--- config.mk ---
export PLATFORM = sky130hd
export DESIGN_NAME = fan_tach_monitor
export DESIGN_NICKNAME = d
export VERILOG_FILES = /design/src/design/fan_tach_pkg.sv /design/src/design/fan_tach_monitor.sv
export SDC_FILE = /design/constraint.sdc
export NUM_CORES = 1
export LEC_CHECK = 0
export BUFFER_PORTS_ARGS = -buffer_cell sky130_fd_sc_hd__clkbuf_2
export CORE_ASPECT_RATIO = 1.5
export CORE_MARGIN = 2
export CORE_UTILIZATION = 53
export CTS_CLUSTER_SIZE = 28
export DETAILED_ROUTE_END_ITERATION = 8
export PLACE_DENSITY_LB_ADDON = 0.05
export SLEW_MARGIN = 25
export SYNTH_ARGS = -nofsm -noshare
export SYNTH_HDL_FRONTEND = slang
export SYNTH_SLANG_ARGS = --single-unit
--- constraint.sdc ---
create_clock -name ref_clk -period 8.1 [get_ports ref_clk]
set_input_delay 0 -clock ref_clk [delete_from_list [all_inputs] [get_ports ref_clk]]
set_output_delay 0 -clock ref_clk [all_outputs]
set_load 0.005 [all_outputs]
--- src/design/fan_tach_pkg.sv ---
// constants for the fan tachometer monitor
// assumes one 250 MHz clock and a host byte-wide I/O port bus
package fan_tach_pkg;
  localparam int CLK_HZ = 250000000;
  localparam int REF_HZ = 90000;
  localparam int REF_DIV = CLK_HZ / REF_HZ;
  localparam logic [15:0] CONFIG_INDEX_PORT = 16'h002E;
  localparam logic [15:0] CONFIG_DATA_PORT = 16'h002F;
  localparam logic [7:0] CONFIG_ENTER = 8'h55;
  localparam logic [7:0] CONFIG_EXIT = 8'hAA;
  localparam logic [7:0] DEV_SELECT_INDEX = 8'h07;
  localparam logic [7:0] RUNTIME_DEVICE = 8'h0A;
  localparam logic [7:0] BASE_HIGH_INDEX = 8'h60;
  localparam logic [7:0] BASE_LOW_INDEX = 8'h61;
  localparam logic [15:0] MONITOR_PORT_OFFSET = 16'h0070;
  localparam logic [7:0] TACH_COUNT_INDEX = 8'h28;
  localparam logic [7:0] TACH_COUNT_HIGH_INDEX = 8'h29;
  localparam logic [7:0] RUN_CONTROL_INDEX = 8'h40;
  localparam int START_BIT = 0;
  localparam logic [7:0] RUN_CONTROL_RESET = 8'h00;
  localparam logic [15:0] TACH_STALLED = 16'hFFFF;
  localparam logic [2:0] TACH_EDGES = 3'h5;
  localparam logic [7:0] IDLE_READ = 8'hFF;
endpackage : fan_tach_pkg

--- src/design/fan_tach_monitor.sv ---
// fan tachometer monitor with config-mode discovery and indexed ports
// assumes io_* strobes and tach_in synchronous to ref_clk, one cycle each
// limitation: a glitch on tach_in counts as an edge
//
// What this block does
// - sixteen-bit count readable as two bytes
// - reading one byte freezes the other byte
// - stalled fan reports all ones
// - count reference ticks across five tach edges
// - control bit 0 at index 0x40 starts
// - low byte index 0x28, high 0x29
// - index port base+0x70, data port next
// - 0x2E config index, 0x55 enter, 0xAA exit
// - device 0x0A selects base at 0x60/0x61
`timescale 1ns/10ps
`default_nettype none
module fan_tach_monitor #(
  parameter logic [15:0] RUNTIME_BASE = 16'h0A00, // arbitrary default
  parameter int REF_DIVIDE = fan_tach_pkg::REF_DIV
) (
  input wire logic ref_clk,
  input wire logic rst_n,
  input wire logic [15:0] io_addr,
  input wire logic io_wr,
  input wire logic io_rd,
  input wire logic [7:0] io_wdata,
  input wire logic tach_in,
  output logic [7:0] io_rdata,
  output logic io_rvalid,
  output logic monitor_running
);
  import fan_tach_pkg::*;

  ////////////////////////////////////////////////////////////////////////
  // reset asserts at once, releases two edges later
  // so every flop leaves reset on the same edge
  logic [1:0] rst_sync_r;
  logic rst_ok;
  always_ff @(posedge ref_clk or negedge rst_n) begin
    if (!rst_n) rst_sync_r <= 2'h0;
    else rst_sync_r <= {rst_sync_r[0], 1'b1};
  end
  assign rst_ok = rst_sync_r[1];

  ////////////////////////////////////////////////////////////////////////
  // port decode
  // the runtime ports follow the base; other addresses fall through
  logic [15:0] mon_index_port;
  logic [15:0] mon_data_port;
  logic cfg_mode_r;
  logic [7:0] cfg_index_r;
  logic [7:0] dev_sel_r;
  logic [7:0] rt_index_r;
  logic [7:0] run_ctrl_r;
  assign mon_index_port = RUNTIME_BASE + MONITOR_PORT_OFFSET;
  assign mon_data_port = mon_index_port + 16'h0001;

  wire cfg_idx_wr = io_wr && (io_addr == CONFIG_INDEX_PORT);
  wire cfg_dat_wr = io_wr && cfg_mode_r && (io_addr == CONFIG_DATA_PORT);
  wire cfg_dat_rd = io_rd && (io_addr == CONFIG_DATA_PORT);
  wire rt_idx_wr = io_wr && (io_addr == mon_index_port);
  wire rt_dat_wr = io_wr && (io_addr == mon_data_port);
  wire rt_dat_rd = io_rd && (io_addr == mon_data_port);
  wire rd_low = rt_dat_rd && (rt_index_r == TACH_COUNT_INDEX);
  wire rd_high = rt_dat_rd && (rt_index_r == TACH_COUNT_HIGH_INDEX);
  wire rt_dev = (dev_sel_r == RUNTIME_DEVICE);
  // key bytes never land in the index latch
  wire cfg_enter = cfg_idx_wr && (io_wdata == CONFIG_ENTER);
  wire cfg_exit = cfg_idx_wr && (io_wdata == CONFIG_EXIT);
  wire cfg_sel_wr = cfg_idx_wr && cfg_mode_r;
  wire dev_sel_wr = cfg_dat_wr && (cfg_index_r == DEV_SELECT_INDEX);
  // whole byte kept so a read-modify-write saves the other bits
  wire run_ctrl_wr = rt_dat_wr && (rt_index_r == RUN_CONTROL_INDEX);

  always_ff @(posedge ref_clk or negedge rst_ok) begin
    if (!rst_ok) begin
      cfg_mode_r <= 1'b0;
      cfg_index_r <= 8'h00;
      dev_sel_r <= 8'h00;
    end else begin
      if (cfg_enter) cfg_mode_r <= 1'b1;
      else if (cfg_exit) cfg_mode_r <= 1'b0;
      else if (cfg_sel_wr) cfg_index_r <= io_wdata;
      if (dev_sel_wr) begin
        dev_sel_r <= io_wdata;
      end
    end
  end

  always_ff @(posedge ref_clk or negedge rst_ok) begin
    if (!rst_ok) begin
      rt_index_r <= 8'h00;
      run_ctrl_r <= RUN_CONTROL_RESET;
    end else begin
      if (rt_idx_wr) rt_index_r <= io_wdata;
      if (run_ctrl_wr) begin
        run_ctrl_r <= io_wdata;
      end
    end
  end
  wire run_en = run_ctrl_r[START_BIT];

  ////////////////////////////////////////////////////////////////////////
  // 90 kHz reference tick
  // an enable pulse, not a second clock domain
  logic [15:0] div_r;
  wire ref_tick = (div_r == 16'(REF_DIVIDE - 1));
  always_ff @(posedge ref_clk or negedge rst_ok) begin
    if (!rst_ok) div_r <= 16'h0000;
    else if (ref_tick) div_r <= 16'h0000;
    else div_r <= div_r + 16'h0001;
  end

  ////////////////////////////////////////////////////////////////////////
  // period measurement; edges counted on both tach transitions
  logic tach_d_r;
  logic [2:0] edges_r;
  logic [15:0] period_r;
  logic [15:0] result_r;
  wire tach_edge = tach_in ^ tach_d_r;
  wire period_full = (period_r == TACH_STALLED);
  wire window_done = tach_edge && (edges_r == TACH_EDGES - 3'h1);
  // the tick of the closing cycle belongs to the window it ends
  wire [15:0] period_closed = (ref_tick && !period_full) ?
    period_r + 16'h0001 : period_r;
  // clearing the start bit keeps the last result readable

  always_ff @(posedge ref_clk or negedge rst_ok) begin
    if (!rst_ok) begin
      tach_d_r <= 1'b0;
      edges_r <= 3'h0;
      period_r <= 16'h0000;
      result_r <= TACH_STALLED;
    end else begin
      tach_d_r <= tach_in;
      if (!run_en) begin
        edges_r <= 3'h0;
        period_r <= 16'h0000;
      end else if (window_done) begin
        result_r <= period_closed;
        edges_r <= 3'h1; // closing edge opens next window
        period_r <= 16'h0000;
      end else if (period_full) begin
        result_r <= TACH_STALLED;
        edges_r <= 3'h0;
        period_r <= 16'h0000;
      end else begin
        if (tach_edge) edges_r <= edges_r + 3'h1;
        if (ref_tick && edges_r != 3'h0) begin
          period_r <= period_r + 16'h0001;
        end
      end
    end
  end

  ////////////////////////////////////////////////////////////////////////
  // byte latching: reading one half freezes the other
  // either order pairs; the host takes low then high
  logic [7:0] low_hold_r;
  logic [7:0] high_hold_r;
  logic low_locked_r;
  logic high_locked_r;
  wire [7:0] low_view = low_locked_r ? low_hold_r : result_r[7:0];
  wire [7:0] high_view = high_locked_r ? high_hold_r : result_r[15:8];

  always_ff @(posedge ref_clk or negedge rst_ok) begin
    if (!rst_ok) begin
      low_hold_r <= 8'h00;
      high_hold_r <= 8'h00;
      low_locked_r <= 1'b0;
      high_locked_r <= 1'b0;
    end else if (rd_low) begin
      low_locked_r <= 1'b0;
      high_locked_r <= !low_locked_r;
      high_hold_r <= result_r[15:8];
    end else if (rd_high) begin
      high_locked_r <= 1'b0;
      low_locked_r <= !high_locked_r;
      low_hold_r <= result_r[7:0];
    end
  end

  ////////////////////////////////////////////////////////////////////////
  // read data mux
  // unmapped addresses float high like an idle bus; unknown runtime indexes read 0x00
  wire [7:0] base_high_view = rt_dev ? RUNTIME_BASE[15:8] : IDLE_READ;
  wire [7:0] base_low_view = rt_dev ? RUNTIME_BASE[7:0] : IDLE_READ;
  logic [7:0] rd_mux;
  always_comb begin
    rd_mux = IDLE_READ;
    if (cfg_dat_rd && cfg_mode_r) begin
      case (cfg_index_r)
        DEV_SELECT_INDEX: rd_mux = dev_sel_r;
        BASE_HIGH_INDEX: rd_mux = base_high_view;
        BASE_LOW_INDEX: rd_mux = base_low_view;
        default: rd_mux = IDLE_READ;
      endcase
    end else if (rt_dat_rd) begin
      case (rt_index_r)
        TACH_COUNT_INDEX: rd_mux = low_view;
        TACH_COUNT_HIGH_INDEX: rd_mux = high_view;
        RUN_CONTROL_INDEX: rd_mux = run_ctrl_r;
        default: rd_mux = 8'h00;
      endcase
    end
  end

  always_ff @(posedge ref_clk or negedge rst_ok) begin
    if (!rst_ok) begin
      io_rdata <= 8'h00;
      io_rvalid <= 1'b0;
      monitor_running <= 1'b0;
    end else begin
      // answer one cycle after the strobe, data held until next read
      io_rvalid <= io_rd;
      if (io_rd) io_rdata <= rd_mux;
      monitor_running <= run_en;
    end
  end
endmodule : fan_tach_monitor
`default_nettype wire

# == After elaboration in Yosys (flattened, before gate mapping) ==
# Index checks and enable logic that the tools add are counted.
# totals
register_bits,115
input_bits,29
output_inout_bits,10
elab_cells,97
# classes
n_addsub,3
n_eq_ne,18
muxes,26
n_bitwise,4
n_reduce_logical,28
# op_table
op,n
$mux 16,8
$eq 16x12->1 const B,3
$mux 8,6
$pmux 8 s3,2
$add 16x1->16 const B,2
$eq 16x6->1 const B,2
$eq 8x7->1 const B,4
$logic_and 1x1->1,18
$eq 16x16->1 const B,1
$eq 8x6->1 const B,2
$mux 3,4
$eq 8x3->1 const B,1
$eq 8x4->1 const B,1
$eq 8x8->1 const B,1
$ne 4x1->1 const B,2
$mux 1,6
$reduce_bool 2->1,3
$reduce_and 2->1,2
$add 3x1->3 const B,1
$eq 3x3->1 const B,1
$logic_not 1->1,3
$not 1->1,3
$reduce_and 3->1,1
$reduce_bool 3->1,1
$xor 1x1->1,1

# == Longest topological paths before layout ==
# Gate-level depths: netlist of run 1.
# logic_depth
depth_word,6
mapped_depth,10
mapped_depth_nobuf,7

# == Worst setup path after synthesis of run 1 ==
# OpenSTA, ideal clock, no wires.
# synth_timing
path_kind,reg2reg
start,reg period_r[0]
end,reg period_r[14]
setup_ns,0.124
arrival_time_ns,1.926
t_required_ns,7.976
path_slack_ns,6.050
stages_incl_launch_ff,10
path_buffers,3
synth_period_minus_slack_ns,2.050
path_cell_list,dfrtp_1 ha_1 nand3_1 and4bb_1 buf_4 and4b_1 buf_6 buf_6 and3_1 a211o_1
# synth_via
elab_chain_len,5
word_cells_on_any_way,7
classes_between,add/sub: 1; eq/ne: 2; mux: 4
# synth_rtl
element,line_no,rtl
from (decl),fan_tach_monitor.sv:118,logic [15:0] period_r;
from (signal assigned),fan_tach_monitor.sv:150,period_r <= period_r + 16'h0001;
$add 16x1->16,fan_tach_monitor.sv:150,
$mux 16,fan_tach_monitor.sv:149,if (ref_tick && edges_r != 3'h0) begin
$mux 16,fan_tach_monitor.sv:143,end else if (period_full) begin
$mux 16,fan_tach_monitor.sv:139,end else if (window_done) begin
$mux 16,fan_tach_monitor.sv:136,if (!run_en) begin
# Parallel ways exist; a longest one is shown, timed or not. The select of a mux whose other input is x is not followed.
# A chain may end at the register's enable or synchronous reset.

# == Worst setup path after layout of run 1 ==
# layout_timing
start,reg period_r[0]
end,reg period_r[7]
# Same word-level chain as after synthesis.

==> results summary, run 1 <==
The flow ran to the end, and the final reports show no timing, DRC or antenna violations. Sorting the synthesized cells by area gives the leading types as sky130_fd_sc_hd__dfrtp_1 43%, sky130_fd_sc_hd__mux2_2 9.1%, sky130_fd_sc_hd__dfstp_2 7.2%. The later pin in the worst-skew pair is clocked with a latency of roughly 0.41 ns. Entering global routing, the biggest net connects 56 pins.

The post-synthesis register bit count came out at 115. On the final layout, the worst clock skew is 0.00465 ns. For flop-to-flop paths, the worst setup slack is 5.33 ns. The average via count per standard cell is 5.84.

Setup repair after global routing left no endpoint under its margin. The number of synthesized flops with an enable pin is 0. The path category of the worst min-delay check is input port to flip-flop. The synthesized-area fraction occupied by adder cells is 1.08%.

Summing all multi-input logic gate instances after layout gives 0.00276 mm². Counting buffers and inverters, the worst setup path is 6 cells deep. 0 antenna diodes ended up in the layout.

Headroom to the max-slew limit came out at 43.7%. Detailed routing inserted a total of 4,219 vias. The worst path required time is 8.39 ns. The post-route DRC violation count is 0. The final number of max-transition violations came out at 0. The post-synthesis instance area is 0.00581 mm². The number of fillers in the final layout came out at between 800 and 900. Clock tree synthesis inserted a total of 17 buffers. The largest total area in the synthesized netlist belongs to sky130_fd_sc_hd__dfrtp_1. In the final timing run, aggregate negative setup slack is 0 ns. The clock slew seen by the registers of the worst setup and hold paths is 0.05 ns.

Global routing used between 20% and 30% of the available tracks. The instance area after placement came out at 0.00610 mm². Counting cells, the worst reg-to-reg path comes to 6. The number of design-rule violations left by the first detailed-router iteration came out at 213.

sky130_fd_sc_hd__dfrtp_1 is the most common cell in the netlist. Counting instances in the post-synthesis netlist gives the leading cell types as 99 x sky130_fd_sc_hd__dfrtp_1, 53 x sky130_fd_sc_hd__nor2_1, 47 x sky130_fd_sc_hd__mux2_2. The clock net sink count is 115. The post-synthesis xor/xnor area fraction is 4.22%. The post-synthesis mux area share is about an eighth. The count of maximum capacitance violations came out at 0. The number of antenna violations at the first check in global routing came out at 0. The transition time at the pin with the least slew margin came out at 0.844 ns. Dividing the detail-routed wire length by the instance count gives 17.8 µm. The number of buffers added on ports is 38. The row count is between 40 and 50. The total area of sequential cells is 0.00290 mm². VDD sags by at most around 0.15 mV. The synthesized design devotes to its leading area cell type between 40% and 50% of total area. Power spread over the standard cell area amounts to 208 mW/mm². The slowest cell on the critical path is sky130_fd_sc_hd__and4bb_1. The kind of start point of the critical path is a flip-flop. The number of nets still failing antenna checks after routing came out at 0. The buffer and inverter count on the worst path is 0. The instance count of the mapped netlist came out at 518.

The net count after synthesis came out at ~550. The placement-stage worst setup slack came out at 5.40 ns. Synthesis instantiated 58 different standard cells from the library.

The number of gates resized after CTS is 0. The leakage power total came out at 3.05 nW. Along the worst hold path, the cell count comes to 3. The sequential share of the synthesized area came out at 49.9%. TritonCTS built the clock tree.

The per-instance average area after synthesis came out at 11.2 µm². No sink is reached through more buffers than the 2 on the longest clock path. The achievable clock frequency is 0.362 GHz. The worst path in the final design needs a cycle of roughly 2.8 ns, including I/O delays and setup. The final non-filler cell total came out at 723.

The die height is 132 µm. Of all flip-flops after synthesis, the portion carrying an async set or reset was 100%. The arrival time of data at the critical path endpoint came out at just over 3 ns. The core area is 0.0106 mm². The leading register cell type out of synthesis is sky130_fd_sc_hd__dfrtp_1. The share of synthesized cell area in and, or, nand and nor gates came out at 19.2%. The first global-routing pass estimated 20,600 µm of wire.

Setup violations remaining at the end of the flow were counted as 0. The count of warnings emitted by yosys came out at 0. The area added between synthesis and finish is 18.0%.

The share of final-layout standard cells stronger than drive strength 1 is about a quarter. Summing the areas of all compound-gate instances in the mapped netlist gives 10.4% of the synthesized area. The number of failing hold endpoints at the final stage came out at 0. The total overflow reported by the global router is 0. Dividing the final minimum period by the clock period gives 34.1%. The cell area after layout came out at 0.00685 mm². By area, the combinational part of the netlist is dominated by simple AND/OR/NAND/NOR gates.

The category of cells accounting for the largest share of critical-path delay is simple AND/OR/NAND/NOR gates. Routability-driven placement finished with a final weighted congestion of 0.822. The first detailed-routing pass ran for 4 iterations. The capturing element type of the critical path is a flip-flop.

In this run the worst setup path begins at period_r[0]$_DFFE_PN0P_. Walking the worst path, the cells encountered are ha_1 -> nand3_1 -> and4bb_1 -> and4b_1 -> and3_1 -> a221o_1. The count of H-tree levels built during CTS is 4. The half-perimeter wire length after placement is 8960 µm.

The die extent in x came out at 89.5 µm. The worst hold path begins at io_addr[0]. In this run the count of I/O pins placed on the die edge is 39.

Wires add up to 12,800 µm. Once the floorplan was initialized, standard cells occupied 54.6% of the core. The path with the worst hold slack has its endpoint at cfg_mode_r$_DFFE_PN0P_. The number of hold buffers added after CTS is 12.

Summing internal, switching and leakage power gives approximately 1.4 mW. The worst register-to-register path begins at period_r[0]$_DFFE_PN0P_. The largest driver fanout on the critical path is 28. Including well taps, the total number of placed cells is 679. The root cell of the clock tree is sky130_fd_sc_hd__clkbuf_16. The final-stage net count is 600. The endpoint identified for the worst register-to-register timing path is period_r[7]$_DFFE_PN0P_. The number of global-route vias before repair came out at roughly 4k. The post-CTS setup-driven buffer insertion count came out at 0. The die covers 0.0118 mm². The largest incremental delay on the critical path came out at 0.67 ns. The category of the most critical setup path is flip-flop to flip-flop.

The least setup slack across all paths after layout is about 5.3 ns.
worst min-delay path: stages:
cell and delay [ns]:
sky130_fd_sc_hd__clkbuf_2 0.16, sky130_fd_sc_hd__or3_1 0.15, sky130_fd_sc_hd__o31ai_1 0.08
layout by cell type, fill, tap and decap left out, drive strengths merged, types with 3 or more instances in the layout:
cell,Yosys,layout
mux2,49,49
dfstp,16,16
nand3,14,14
a21o,5,5
or3,4,4
nor4bb,7,7
xor2,8,8
a221o,11,11
nor2b,3,3
nor3b,5,5
inv,6,6
dfrtp,99,99
o2bb2ai,16,16
a21boi,4,4
and4b,3,3
nor2,56,56
o31ai,9,9
nor4,6,6
and4,7,7
ha,5,5
o21ai,7,7
xnor2,20,20
bufinv,0,4
mux2i,18,18
nand2,13,13
and3,22,22
clkinv,1,6
nand2b,4,4
clkbuf,5,60
nand4,17,17
a21oi,25,25
nor4b,4,4
nor3,14,14
dlygate4sd3,0,12
area by class of cell:
type	instances	share of cell area, %
inverters	7	0.383
multi-input cells	373	40.3
clock inverters	10	2.23
flip-flops and latches	115	42.3
clock buffers	22	7.07
well taps	144	2.63
repair buffers	52	5.04
how the worst max path moves through the flow:
stage,endpoint,slack (ns)
2_1_floorplan,cfg_index_r[0]$_DFFE_PN0P_,4.69
3_3_place_gp,period_r[4]$_DFFE_PN0P_,5.50
3_5_place_dp,period_r[6]$_DFFE_PN0P_,5.40
4_1_cts,period_r[7]$_DFFE_PN0P_,5.36
5_1_grt,period_r[7]$_DFFE_PN0P_,5.13
6_report,period_r[7]$_DFFE_PN0P_,5.33
logic make-up (layout without fill, tap and decap cells):
logic type | count (synthesis) | in the layout
XOR/XNOR | 28 | 28
AND/OR/NAND/NOR | 188 | 188
AO/OA/AOI/OAI | 84 | 84
buffers and inverters | 30 | 91
multiplexers | 67 | 67
flip-flops | 115 | 115
adder cells (fa/ha/maj) | 5 | 5
other | 1 | 1
flip-flops by register name, summed over array words and instances, names as in the netlist:
name,cells
cfg_index_r,8
cfg_mode_r,1
dev_sel_r,8
div_r,16
edges_r,3
high_hold_r,8
high_locked_r,1
io_rdata,8
io_rvalid,1
low_hold_r,8
low_locked_r,1
monitor_running,1
period_r,16
result_r,16
rst_sync_r,2
rt_index_r,8
run_ctrl_r,8
tach_d_r,1
where the power goes:
part / internal, mW / switching [mW] / leakage (nW)
combinational: 0.0167 / 0.0245 / 1.23
sequential: 0.580 / 0.00491 / 1.50
clock: 0.544 / 0.256 / 0.316
total: 1.14 / 0.285 / 3.05
through the flow:
stage / hold WS [ns] / util (%)
after floorplan: -0.296 / -
after global placement: -0.215 / 57.0
after detailed placement: -0.213 / 57.3
after CTS: 0.00647 / 64.4
after global routing: 0.0248 / 64.4
final: 0.0249 / 64.4
layer usage:
layer,track usage [%],wire length (µm),up-vias
li1,-,-,2024
met1,27.1,5280,2077
met2,38.9,6690,92
met3,6.45,482,26
met4,9.20,389,0
met5,0,0,-
No activity file was read; power rests on OpenSTA's default activity.
==> inputs of run 2 (changes only) <==
==> constraint.sdc (replaced) <==
create_clock -name ref_clk -period 2.6 [get_ports ref_clk]
set_input_delay 0 -clock ref_clk [delete_from_list [all_inputs] [get_ports ref_clk]]
set_output_delay 0 -clock ref_clk [all_outputs]
set_load 0.005 [all_outputs]
==> results summary, run 2 (same netlist as run 1, synthesis figures left out) <==
The worst hold margin is 0.104 ns. The number of top-level design ports came out at 39. The number of design-rule violations left by the first detailed-router iteration is 230. The die height is 132 µm. Leaving out fill and tap cells, the most frequent cells in the layout are 98 x sky130_fd_sc_hd__dfrtp_1, 53 x sky130_fd_sc_hd__nor2_1, 47 x sky130_fd_sc_hd__mux2_2. After layout, the minimum clock period comes to 2.27 ns. The die outline area is approximately 0.012 mm².

The number of cells on the worst reg-to-reg path came out at 5. The arrival time of data at the critical path endpoint is 2.56 ns. Headroom to the max-slew limit came out at 60.8%. The count of maximum capacitance violations came out at 0. In this run the register-to-register setup slack is between 0.3 and 0.4 ns. The initial cell density of the core is 54.6%.

The tree is rooted in a sky130_fd_sc_hd__clkbuf_16. For this design the total switching power over the nets is around 890 µW. Setup repair after global routing left no endpoint under its margin. The length of the first detailed-routing pass in iterations is 4.

Dividing total power by cell area gives a power density of 637 mW/mm². The internal power came out at approximately 3.5 mW. Leaving out fill and tap cells, the most frequent cell in the layout is sky130_fd_sc_hd__dfrtp_1. The later-pin clock latency in the skew report came out at about 0.4 ns.

The transition time at the pin with the least slew margin is 0.586 ns. The number of nets still failing antenna checks after routing came out at 0. The final non-filler cell total is 734. Derived from the worst setup path, the maximum achievable clock frequency is 0.441 GHz. After global routing, the most crowded layer is met2.

The number of antenna violations at the first check in global routing came to 0. The total detailed-routing wirelength came out at between 10,000 and 15,000 µm. The maximum ir drop on the vdd rail is between 0.4 and 0.5 mV.

The clock slew seen by the registers of the worst setup and hold paths is ~0.05 ns. The total area of sequential cells came out at 0.00290 mm². For the final routed database, the setup TNS stands at 0 ns. Measured along the x axis, the die boundary spans 89.5 µm. The startpoint identified for the worst register-to-register timing path is rt_index_r[1]$_DFFE_PN0P_.

In the final layout, the share of cells above drive strength 1 is 26.6%. The half-perimeter wire length after placement came out at 9090 µm. The combinational share of power is between 2 and 3%. The final-stage net count is 612. The completed layout was analyzed and its total power is 4.42 mW. The multi-input combinational cell area is approximately 0.0028 mm².

Setup violations remaining at the end of the flow were counted as 0. The average via count per standard cell is around 5.9. The core area is about 0.011 mm².

The category of the most critical setup path is flip-flop to flip-flop. The post-route clock period utilization is 87.2%. The worst register-to-register path ends at high_hold_r[2]$_DFFE_PN0P_. The last element of the critical path is high_hold_r[2]$_DFFE_PN0P_. The clock network power share is 55.8%. The instance count after placement with tap cells included is 690. The clock net sink count came out at 115. The final weighted congestion in routability-driven placement is 0.829. The post-CTS setup-driven buffer insertion count is 0. TritonCTS built the clock tree. The met1 layer usage reported by global route came out at 28.6%.

The critical path goes through nor4_2 -> and3_1 -> nand4_1 -> nor2_2 -> mux2_2. The number of buffers added by the clock tree synthesis step came out at 17. The largest buffer count on any clock path is 2.

The met2 routing resource usage after global routing is roughly two fifths. The number of fillers in the final layout came out at 857. The number of failing hold endpoints at the final stage was 0. The worst setup path is captured at a flip-flop. The met3 track demand over resource is 4.63%.

The count of H-tree levels built during CTS came out at 4. The row count is 46. The slowest cell on the critical path is sky130_fd_sc_hd__nor4_2. The final number of max-transition violations was 0.

The flow ran to the end, and the final reports show no timing, DRC or antenna violations. The worst setup path is launched from a flip-flop. The post-route core utilization is between 60% and 70%.

The clock skew after layout came out at 0.00984 ns. The leakage power total came out at roughly 3.1 nW. The number of global-route vias before repair is 4,245.

Net switching is between 20% and 30% of the power. The sequential fraction of design power came out at 41.3%. Tracing the worst setup path back leads to its startpoint at rt_index_r[1]$_DFFE_PN0P_.

Relative to the synthesized area, the layout overhead comes to 19.3%. The tightest min-delay check is of the input port to flip-flop type. The number of buffers added on ports came out at 38. The total overflow left after global routing is 0. The wire length per cell after detailed routing is 17.6 µm. In the final layout, the registers with the most flip-flops are div_r: 16 flops, period_r: 16 flops, result_r: 16 flops. The final antenna diode count came out at 0. The largest incremental delay on the critical path came out at 0.45 ns. The largest driver fanout on the critical path is 8. The total via count after detailed routing came out at 4,295. The first global-routing pass estimated about 21,000 µm of wire. For this run, the total global-route usage over all layers was measured as 23.4%. The post-route DRC violation count is 0. The maximum number of pins on one net before global-route repair is 53. The worst path required time came out at 2.89 ns.
## run 2: changes by cell type in the layout (fill, tap and decap cells not counted), sizes merged
cell and change:
clkinv -1, clkinvlp +1, dlygate4sd3 +1, buf +11, clkbuf -1
## run 2: critical path: cells and delay by family (launching register included)
kind / cells / cell delay, ns
AND/OR/NAND/NOR: 4 / 1.38
multiplexers: 1 / 0.39
flip-flops: 1 / 0.38
## run 2: power by group through the flow
stage	clock [mW]	combinational [mW]	sequential, mW
after floorplan	0	0.0263	1.87
after global placement	0	0.113	1.85
after detailed placement	0	0.114	1.85
after CTS	2.50	0.130	1.82
after global routing	2.59	0.144	1.83
final	2.46	0.128	1.82
## run 2: timing repair
item	4_1_cts	5_1_grt
hold buffers	13	0
setup endpoints to repair	0	1
hold endpoints to repair	39	0
gates resized for setup	0	1
## run 2: metal layers
metal  share of wire [%]  up-vias
li1                    -     2054
met1                  41     2102
met2                  52      105
met3                 3.4       34
met4                 3.1        0
met5                   0        -
## run 2: cell type report
type,count,area share [%]
flip-flops and latches,115,41.9
multi-input cells,373,39.9
clock buffers,21,6.79
repair buffers,64,6.21
well taps,144,2.60
clock inverters,10,2.24
inverters,7,0.379
## run 2: worst min-delay path by stage
stage	startpoint	end	slack [ns]	depth (start not counted)
floorplan	rst_n	rst_sync_r[0]$_DFF_PN0_	-0.30	0
global placement	rst_n	rst_sync_r[0]$_DFF_PN0_	-0.21	1
detailed placement	rst_n	rst_sync_r[0]$_DFF_PN0_	-0.21	1
CTS	io_wr	run_ctrl_r[5]$_DFFE_PN0P_	0.09	4
global route	io_wr	run_ctrl_r[5]$_DFFE_PN0P_	0.12	4
finish	io_addr[2]	cfg_mode_r$_DFFE_PN0P_	0.10	4
## run 2: metrics by stage
step	cell area (µm²)	setup WS [ns]
after floorplan	5810	0.550
after global placement	6170	0.329
after detailed placement	6170	0.242
after CTS	6930	0.210
after global routing	6930	0.234
final	6930	0.332
